===== config.mk =====
export PLATFORM = sky130hd
export DESIGN_NAME = ccr_core
export DESIGN_NICKNAME = d
export VERILOG_FILES = /design/src/ccr_pkg.sv /design/src/ccr_event_mem.sv /design/src/ccr_core.sv
export SDC_FILE = /design/constraint.sdc
export NUM_CORES = 1
export LEC_CHECK = 0
export BUFFER_PORTS_ARGS = -buffer_cell sky130_fd_sc_hd__buf_2
export CORE_MARGIN = 2
export CORE_UTILIZATION = 35
export DETAILED_ROUTE_END_ITERATION = 16
export PLACE_DENSITY = 0.6
export SETUP_SLACK_MARGIN = 0.5
export SLEW_MARGIN = 20
export SYNTH_ARGS = -nofsm -noshare
export SYNTH_HDL_FRONTEND = slang
export SYNTH_HIERARCHICAL = 1
export SYNTH_SLANG_ARGS = --single-unit

===== constraint.sdc =====
create_clock -name clk -period 8.3 [get_ports clk]
set_clock_uncertainty 0.05 [all_clocks]
set_input_delay 0.83 -clock clk [delete_from_list [all_inputs] [get_ports clk]]
set_output_delay 0.83 -clock clk [all_outputs]
set_load 0.05 [all_outputs]

===== src/ccr_pkg.sv =====
// Package: register map, field layout and enumerations of the control core
package ccr_pkg;
  // Register byte offsets (APB, one aligned word each)
  localparam logic [7:0] CCR_OFF_CORE = 8'h00;
  localparam logic [7:0] CCR_OFF_IRQ = 8'h04;
  localparam logic [7:0] CCR_OFF_MASK = 8'h08;
  localparam logic [7:0] CCR_OFF_TXPEND = 8'h0c;
  localparam logic [7:0] CCR_OFF_TXREQ = 8'h10;
  localparam logic [7:0] CCR_OFF_TXCANCEL = 8'h14;
  localparam logic [7:0] CCR_OFF_EVENT = 8'h18;
  localparam logic [7:0] CCR_OFF_ID = 8'h1c;
  // Core control register fields
  localparam int CCR_B_INIT = 0;
  localparam int CCR_B_CCE = 1;
  localparam int CCR_B_ROM = 2;
  localparam int CCR_B_CSA = 3;
  localparam int CCR_B_CSR = 4;
  localparam int CCR_B_CMR_LO = 8;
  localparam int CCR_B_FMT_LO = 10;
  // Interrupt flag fields
  localparam int CCR_B_RAF = 0;
  localparam int CCR_B_TXDONE = 1;
  localparam int CCR_B_EVLOST = 2;
  localparam int CCR_NIRQ = 3;
  // Event register fields
  localparam int CCR_B_EV_EDL = 0;
  localparam int CCR_B_EV_BRS = 1;
  localparam int CCR_B_EV_VLD = 2;
  localparam int CCR_B_EV_BUF = 8;
  localparam int CCR_NBUF = 32;
  localparam int CCR_EV_DEPTH = 8;
  // Arbitrary identification value, not tied to any part
  localparam logic [31:0] CCR_ID_VALUE = 32'h0c0d_0001;
  // Frame format modes
  typedef enum logic [1:0] {
    CCR_FMT_CLASSIC = 2'h0,
    CCR_FMT_FD = 2'h1,
    CCR_FMT_FD_BRS = 2'h2
  } ccr_fmt_t;
  // Transmit sequencer states, gray along idle-load-send-store
  typedef enum logic [1:0] {
    CCR_TX_IDLE = 2'h0,
    CCR_TX_LOAD = 2'h1,
    CCR_TX_SEND = 2'h3,
    CCR_TX_STORE = 2'h2
  } ccr_txst_t;
endpackage : ccr_pkg


===== src/ccr_event_mem.sv =====
// Transmit event memory: small register file, registered read data
module ccr_event_mem (
  // Clock
  input wire logic clk,
  // Write port
  input wire logic wr_en,
  input wire logic [2:0] wr_addr,
  input wire logic [7:0] wr_data,
  // Read port
  input wire logic [2:0] rd_addr,
  output logic [7:0] rd_data
);
  logic [7:0] mem [0:7];

  // Storage and registered read; no reset keeps it a plain memory
  always_ff @(posedge clk) begin
    if (wr_en) begin
      mem[wr_addr] <= wr_data;
    end
    rd_data <= mem[rd_addr];
  end
endmodule : ccr_event_mem


===== src/ccr_core.sv =====
// Control core: restricted mode, clock stop, mode request, tx events
// Operation
// - RAM access failure in transmission sets flag and restricted mode bit
// - On clock stop the core sets init and acknowledge bits
// - First frame after restricted mode uses freshly loaded id/control
// - Mode request selects classic, FD, or FD with rate switching
// - Event entry format bits match the format actually sent
// - Init during reception gives no spurious access failure flag
//
// The APB interface to the registers and the register addresses are this design's own decisions.
module ccr_core
  import ccr_pkg::*;
(
  // Clock and reset
  input wire logic clk,
  input wire logic rst,
  // APB slave
  input wire logic psel,
  input wire logic penable,
  input wire logic pwrite,
  input wire logic [7:0] paddr,
  input wire logic [31:0] pwdata,
  output logic [31:0] prdata,
  output logic pready,
  output logic pslverr,
  // Core status pins
  input wire logic ram_fail_in,
  input wire logic rx_active_in,
  input wire logic tx_done_in,
  output logic tx_start,
  output ccr_pkg::ccr_fmt_t tx_fmt,
  output logic [4:0] tx_buf,
  output logic irq
);
  import ccr_pkg::*;

  // Registers
  logic init_r, cce_r, rom_r, csa_r, csr_r;
  ccr_fmt_t cmr_r, fmt_r;
  logic [CCR_NIRQ-1:0] irq_flag_r, mask_r;
  logic [31:0] pend_r;
  ccr_txst_t st_r;
  logic [4:0] buf_r;
  logic [3:0] ev_cnt_r;
  logic [2:0] ev_wp_r, ev_rp_r;
  logic rd_evt_r;
  logic [31:0] prdata_nxt;
  logic ram_fail_s1, ram_fail_s2, rx_act_s1, rx_act_s2, txd_s1, txd_s2;
  logic [7:0] ev_rd;

  // Pins come from outside the clock domain
  always_ff @(posedge clk or posedge rst) begin
    if (rst) begin
      {ram_fail_s1, ram_fail_s2} <= 2'h0;
      {rx_act_s1, rx_act_s2} <= 2'h0;
      {txd_s1, txd_s2} <= 2'h0;
    end else begin
      ram_fail_s1 <= ram_fail_in;
      ram_fail_s2 <= ram_fail_s1;
      rx_act_s1 <= rx_active_in;
      rx_act_s2 <= rx_act_s1;
      txd_s1 <= tx_done_in;
      txd_s2 <= txd_s1;
    end
  end

  // Lowest pending buffer index
  function automatic logic [4:0] first_set(input logic [31:0] v);
    logic [4:0] r;
    r = 5'h00;
    for (int i = CCR_NBUF - 1; i >= 0; i--) begin
      if (v[i]) begin
        r = i[4:0];
      end
    end
    return r;
  endfunction : first_set

  // Bus decode; an access acts once, in the cycle before pready rises,
  // so a read-clear or a pop is never applied twice by one transfer
  wire acc = psel && penable && !pready;
  wire wr = acc && pwrite;
  wire rd = acc && !pwrite;
  wire wr_core = wr && (paddr == CCR_OFF_CORE);
  wire wr_mask = wr && (paddr == CCR_OFF_MASK);
  wire wr_req = wr && (paddr == CCR_OFF_TXREQ);
  wire wr_can = wr && (paddr == CCR_OFF_TXCANCEL);
  wire rd_irq = rd && (paddr == CCR_OFF_IRQ);
  wire rd_ev = rd && (paddr == CCR_OFF_EVENT);
  wire mapped = (paddr == CCR_OFF_CORE) || (paddr == CCR_OFF_IRQ) ||
    (paddr == CCR_OFF_MASK) || (paddr == CCR_OFF_TXPEND) ||
    (paddr == CCR_OFF_TXREQ) || (paddr == CCR_OFF_TXCANCEL) ||
    (paddr == CCR_OFF_EVENT) || (paddr == CCR_OFF_ID);
  wire idle = (st_r == CCR_TX_IDLE);
  wire stopping = csr_r && idle && !rx_act_s2;
  wire ev_full = (ev_cnt_r == 4'(CCR_EV_DEPTH));
  // failure only counts while a frame is on its way out
  wire raf_evt = ram_fail_s2 && (st_r == CCR_TX_SEND);
  wire done_evt = txd_s2 && (st_r == CCR_TX_SEND);
  wire go = !init_r && !rom_r && !csr_r && (pend_r != 32'h0);
  wire [CCR_NIRQ-1:0] irq_set = {done_evt && ev_full, done_evt, raf_evt};
  wire [1:0] cmr_w = pwdata[CCR_B_CMR_LO +: 2];

  // Core control register
  always_ff @(posedge clk or posedge rst) begin
    if (rst) begin
      init_r <= 1'b1;
      {cce_r, rom_r, csa_r, csr_r} <= 4'h0;
      cmr_r <= CCR_FMT_CLASSIC;
    end else begin
      if (wr_core) begin
        // combined write accepted in one step
        csr_r <= pwdata[CCR_B_CSR];
        cce_r <= pwdata[CCR_B_INIT] && pwdata[CCR_B_CCE];
        if (!pwdata[CCR_B_ROM]) begin
          rom_r <= 1'b0;
        end
        // Clearing init needs the stop request dropped, earlier or in the same write
        init_r <= pwdata[CCR_B_INIT] || (csr_r && pwdata[CCR_B_CSR]);
        if (!pwdata[CCR_B_CSR]) begin
          csa_r <= 1'b0;
        end
        // mode request written while running or configuring
        if (cmr_w != 2'h3) begin
          cmr_r <= ccr_fmt_t'(cmr_w);
        end
      end
      // stop in effect: init and acknowledge both set
      if (stopping && !(wr_core && !pwdata[CCR_B_CSR])) begin
        init_r <= 1'b1;
        csa_r <= 1'b1;
      end
      // hardware set wins over a concurrent software clear
      if (raf_evt) begin
        rom_r <= 1'b1;
      end
    end
  end

  // Interrupt flags and mask; read clears, set wins
  always_ff @(posedge clk or posedge rst) begin
    if (rst) begin
      irq_flag_r <= '0;
      mask_r <= '0;
    end else begin
      irq_flag_r <= (rd_irq ? '0 : irq_flag_r) | irq_set;
      if (wr_mask) begin
        mask_r <= pwdata[CCR_NIRQ-1:0];
      end
    end
  end

  // Pending set: request adds, cancel and completion remove
  always_ff @(posedge clk or posedge rst) begin
    if (rst) begin
      pend_r <= '0;
    end else begin
      pend_r <= (pend_r & ~(wr_can ? pwdata : 32'h0) &
        ~((done_evt ? 32'h1 : 32'h0) << buf_r)) |
        (wr_req ? pwdata : 32'h0);
    end
  end

  // Transmit sequencer
  always_ff @(posedge clk or posedge rst) begin
    if (rst) begin
      st_r <= CCR_TX_IDLE;
      buf_r <= 5'h00;
      fmt_r <= CCR_FMT_CLASSIC;
    end else begin
      case (st_r)
        CCR_TX_IDLE: begin
          if (go) begin
            st_r <= CCR_TX_LOAD;
          end
        end
        CCR_TX_LOAD: begin
          // id and control reloaded from the pending buffer each start
          buf_r <= first_set(pend_r);
          // format latched once, so later mode writes cannot skew it
          fmt_r <= cmr_r;
          st_r <= CCR_TX_SEND;
        end
        CCR_TX_SEND: begin
          if (raf_evt) begin
            st_r <= CCR_TX_IDLE;
          end else if (done_evt) begin
            st_r <= CCR_TX_STORE;
          end
        end
        CCR_TX_STORE: begin
          st_r <= CCR_TX_IDLE;
        end
        default: begin
          st_r <= CCR_TX_IDLE;
        end
      endcase
    end
  end

  // Event queue pointers; a full queue drops the entry and flags it
  wire ev_push = done_evt && !ev_full;
  wire ev_pop = rd_ev && (ev_cnt_r != 4'h0);
  always_ff @(posedge clk or posedge rst) begin
    if (rst) begin
      ev_wp_r <= 3'h0;
      ev_rp_r <= 3'h0;
      ev_cnt_r <= 4'h0;
      rd_evt_r <= 1'b0;
    end else begin
      ev_wp_r <= ev_wp_r + 3'(ev_push);
      ev_rp_r <= ev_rp_r + 3'(ev_pop);
      ev_cnt_r <= ev_cnt_r + 4'(ev_push) - 4'(ev_pop);
      rd_evt_r <= ev_cnt_r != 4'h0;
    end
  end

  // stored format bits come from the latched sent format
  wire [7:0] ev_wdata = {1'b0, buf_r, fmt_r == CCR_FMT_FD_BRS,
    fmt_r != CCR_FMT_CLASSIC};
  ccr_event_mem u_ev (
    .clk(clk),
    .wr_en(ev_push),
    .wr_addr(ev_wp_r),
    .wr_data(ev_wdata),
    .rd_addr(ev_rp_r),
    .rd_data(ev_rd)
  );

  // Read mux
  always_comb begin
    prdata_nxt = 32'h0;
    case (paddr)
      CCR_OFF_CORE: begin
        prdata_nxt[CCR_B_INIT] = init_r;
        prdata_nxt[CCR_B_CCE] = cce_r;
        prdata_nxt[CCR_B_ROM] = rom_r;
        prdata_nxt[CCR_B_CSA] = csa_r;
        prdata_nxt[CCR_B_CSR] = csr_r;
        prdata_nxt[CCR_B_CMR_LO +: 2] = cmr_r;
        prdata_nxt[CCR_B_FMT_LO +: 2] = fmt_r;
      end
      CCR_OFF_IRQ: prdata_nxt[CCR_NIRQ-1:0] = irq_flag_r;
      CCR_OFF_MASK: prdata_nxt[CCR_NIRQ-1:0] = mask_r;
      CCR_OFF_TXPEND: prdata_nxt = pend_r;
      CCR_OFF_EVENT: begin
        prdata_nxt[CCR_B_EV_EDL] = ev_rd[0];
        prdata_nxt[CCR_B_EV_BRS] = ev_rd[1];
        prdata_nxt[CCR_B_EV_VLD] = rd_evt_r;
        prdata_nxt[CCR_B_EV_BUF +: 5] = ev_rd[6:2];
      end
      CCR_OFF_ID: prdata_nxt = CCR_ID_VALUE;
      default: prdata_nxt = 32'h0;
    endcase
  end

  // Registered bus answer: one wait state, pready in second access cycle
  always_ff @(posedge clk or posedge rst) begin
    if (rst) begin
      pready <= 1'b0;
      prdata <= 32'h0;
      pslverr <= 1'b0;
    end else begin
      pready <= acc;
      prdata <= prdata_nxt;
      pslverr <= acc && !mapped;
    end
  end

  // Outputs from flops
  always_ff @(posedge clk or posedge rst) begin
    if (rst) begin
      tx_start <= 1'b0;
      tx_fmt <= CCR_FMT_CLASSIC;
      tx_buf <= 5'h00;
      irq <= 1'b0;
    end else begin
      tx_start <= (st_r == CCR_TX_LOAD);
      tx_fmt <= (st_r == CCR_TX_LOAD) ? cmr_r : fmt_r;
      tx_buf <= (st_r == CCR_TX_LOAD) ? first_set(pend_r) : buf_r;
      irq <= |((irq_flag_r | irq_set) & mask_r);
    end
  end

  // Assertions
  AST_RAF_SETS_ROM: assert property (@(posedge clk) disable iff (rst)
    raf_evt |=> rom_r && irq_flag_r[CCR_B_RAF])
    else $error("access failure did not enter restricted mode");
  AST_STOP_ACK: assert property (@(posedge clk) disable iff (rst)
    stopping && !wr_core |=> init_r && csa_r)
    else $error("clock stop not acknowledged");
  AST_FMT_LATCH: assert property (@(posedge clk) disable iff (rst)
    st_r == CCR_TX_LOAD |=> fmt_r == $past(cmr_r))
    else $error("format not taken from mode request");
  AST_FMT_STABLE: assert property (@(posedge clk) disable iff (rst)
    st_r == CCR_TX_SEND && $past(st_r) == CCR_TX_SEND |->
    $stable(fmt_r))
    else $error("format changed during transmission");
  AST_START_MATCH: assert property (@(posedge clk) disable iff (rst)
    tx_start |-> tx_buf == buf_r && tx_fmt == fmt_r)
    else $error("started frame differs from recorded buffer or format");
  AST_NO_TX_ROM: assert property (@(posedge clk) disable iff (rst)
    rom_r |-> !go)
    else $error("transmission started in restricted mode");
  AST_NO_RX_RAF: assert property (@(posedge clk) disable iff (rst)
    st_r != CCR_TX_SEND |=> !irq_flag_r[CCR_B_RAF] ||
    $past(irq_flag_r[CCR_B_RAF]))
    else $error("spurious access failure flag");
  AST_COMBINED_WR: assert property (@(posedge clk) disable iff (rst)
    wr_core && init_r && pwdata[CCR_B_INIT] && pwdata[CCR_B_CCE] &&
    !pwdata[CCR_B_CSR] && !pwdata[CCR_B_ROM] && !raf_evt |=>
    cce_r && !csr_r && !rom_r)
    else $error("combined write not accepted");
endmodule : ccr_core


==> impl_metrics.ini <==
[setup_path]
crit_path_max_fanout = 7
worstSetupStartpoint = paddr[0]
rrSetupSlack_ns = 5.84
path_class = in2reg
r2r_end = ev_cnt_r[1]$_DFF_PP0_
slowest_stage = nor4b_2
end_kind = register
ff2ff_path_depth = 9
critical_path_required_ns = 8.57
crit_chain = buf_2 > or4_4 > or2_1 > nor4b_2 > and3_1 > ha_1 > inv_1 > ha_1 > inv_1 > fa_1 > inv_1
worstPathArrival_ns = 3.98
slowest_delay_ns = 0.79
cp-endpoint = ev_cnt_r[1]$_DFF_PP0_
cp_common_cell = inv_1
start_kind = input pin
reg2reg_from = pready$_DFF_PP0_

[sta]
rsz0062_at_grt = false
finalWorstSetupSlack_ns = 4.583
slew_violations = 0
relSlewSlack = 0.3624
finalSetupTns_ns = 0
max_freq_mhz = 269.0
min_period_ns = 3.717
fin_hold_ws_ns = 0.3016
tightestPinTransition_ns = 0.9565
setup_viol = 0
final_hold_viol_count = 0
fin_crit_sh = 0.4479

[global_route]
grt_max_degree = 78
antenna_found_initial = 0
grt_overflow = 0
grt_pass1_wl_mm = 27.69
grt_pass1_vias = 5072
grt_util_met1 = 0.2177
use_met2 = 0.2715
grt.busiest_layer = met2
grt.total_usage = 0.1641
grt_use_met3 = 0.03865

[clock_network]
clkLatencyLatePin_ns = 0.42
cts_tree = done
cts_buffer_depth = 2
cts_sinks = 170
cts_resized = 0
hold_buffers = 0
cts_made_buffers = 17
path_clk_slew_ns = 0.06
h-tree-depth = 4
clock-root-buffer = clkbuf_16
post_cts_buffers = 0

[place]
dp.cells = 903
place.port_buffers = 90
dp_slack_ns = 4.161
dp_hpwl_mm = 12.12
postPlaceCellArea_um2 = 7889
gp_congestion = 0.8470

[yosys]
syn_avg_cell_area_um2 = 12.75
synth.cell_area_um2 = 7266
synthCells = 570
synth_nets = 629
yosysWarningCount = 6

[cells_and_area]
finish.instance_area_um2 = 8544
drive_above_1_share = 0.2222
final_util = 0.4209
instances_no_fill = 937
nFillCells = 1925
fin_nets = 712
area_delta_synth_final_pct = 17.60
regArea_um2 = 4501
multi_input_area_um2 = 2529

[detailed_routing]
via_per_inst = 5.252
drtIter0Drc = 467
drt-total-wl_mm = 17.32
num_vias = 4921
wl_per_cell_um = 18.48
ant_nets = 0
dr.pass1.iters = 5
drcViolationCount = 0

[die]
die-area_um2 = 21930
start_util = 0.3579
row_count = 52
die_w_um = 148.1
pin_count = 91
die_h_um = 148.1
core_um2 = 20300

[pwr]
ir_drop_uv = 149.6
power_mw = 2.011
power.density_nw_per_um2 = 235.3
power.leakage_nw = 3.769

[run_status]
outcome = finished clean

[run]
cap_violations = 0

[worst_hold_path]
min_path_type = reg2reg
## power by group
group	switching [mW]	internal (mW)	total, mW
sequential	0.0591	0.920	0.979
combinational	0.153	0.0709	0.224
clock	0.317	0.491	0.807
## critical path, delay by kind of cell
family        cells  cell delay [ns]
fa+ha+maj         3             0.91
simple gates      4             1.97
buf+inv           4             0.26
## state kept, by name, indices dropped and copies added (netlist names), 3 cells and up
signal and flops:
u_ev/mem 56, ev_cnt_r 4, u_ev/rd_data 7, tx_buf 5, pend_r 32, mask_r 3, prdata 32, ev_wp_r 3
ev_rp_r 3, irq_flag_r 3
## cells in the final DEF, fill, tap and decap left out, types with 5 or more instances in the layout
cell and instances:
clkbuf_8 5, a21o_1 5, and3_1 6, dfrtp_1 106
or4_1 5, edfxtp_1 56, mux4_1 13, nand3_1 5
nor3_1 14, a22oi_1 7, and2_1 17, nor2b_1 6
mux2_2 13, nor4_1 10, a21oi_1 13, dfxtp_1 7
o21ai_0 12, a32o_1 29, nand2b_1 8, clkbuf_16 19
ha_1 10, o21a_1 5, buf_2 90, inv_1 15
nor2_1 31, nand2_1 93
## layer usage
layer,vias to the layer above,wire [um]
met2,164,8648
li1,2273,-
met3,21,908
met1,2463,7549
met5,-,0
met4,0,210
## cell type report
cell class / count / share of cell area
clock buffer: 25 / 0.06414
multi-input combinational: 354 / 0.2959
clock inverter: 7 / 0.008786
sequential: 170 / 0.5267
antenna: 1 / 0.0002929
inverter: 17 / 0.007761
tap: 270 / 0.03954
timing repair buffer: 93 / 0.05682
## how the worst min path moves through the flow
stage / from / endpoint / slack, ns / cells past startpoint
3_3_place_gp: ram_fail_s1$_DFF_PP0_ / ram_fail_s2$_DFF_PP0_ / 0.29 / 0
3_5_place_dp: rx_act_s1$_DFF_PP0_ / rx_act_s2$_DFF_PP0_ / 0.29 / 0
5_1_grt: txd_s1$_DFF_PP0_ / txd_s2$_DFF_PP0_ / 0.32 / 0
4_1_cts: ram_fail_s1$_DFF_PP0_ / ram_fail_s2$_DFF_PP0_ / 0.30 / 0
2_1_floorplan: ram_fail_s1$_DFF_PP0_ / ram_fail_s2$_DFF_PP0_ / 0.28 / 0
6_report: txd_s1$_DFF_PP0_ / txd_s2$_DFF_PP0_ / 0.30 / 0
Power figures use the tool's default switching activity.
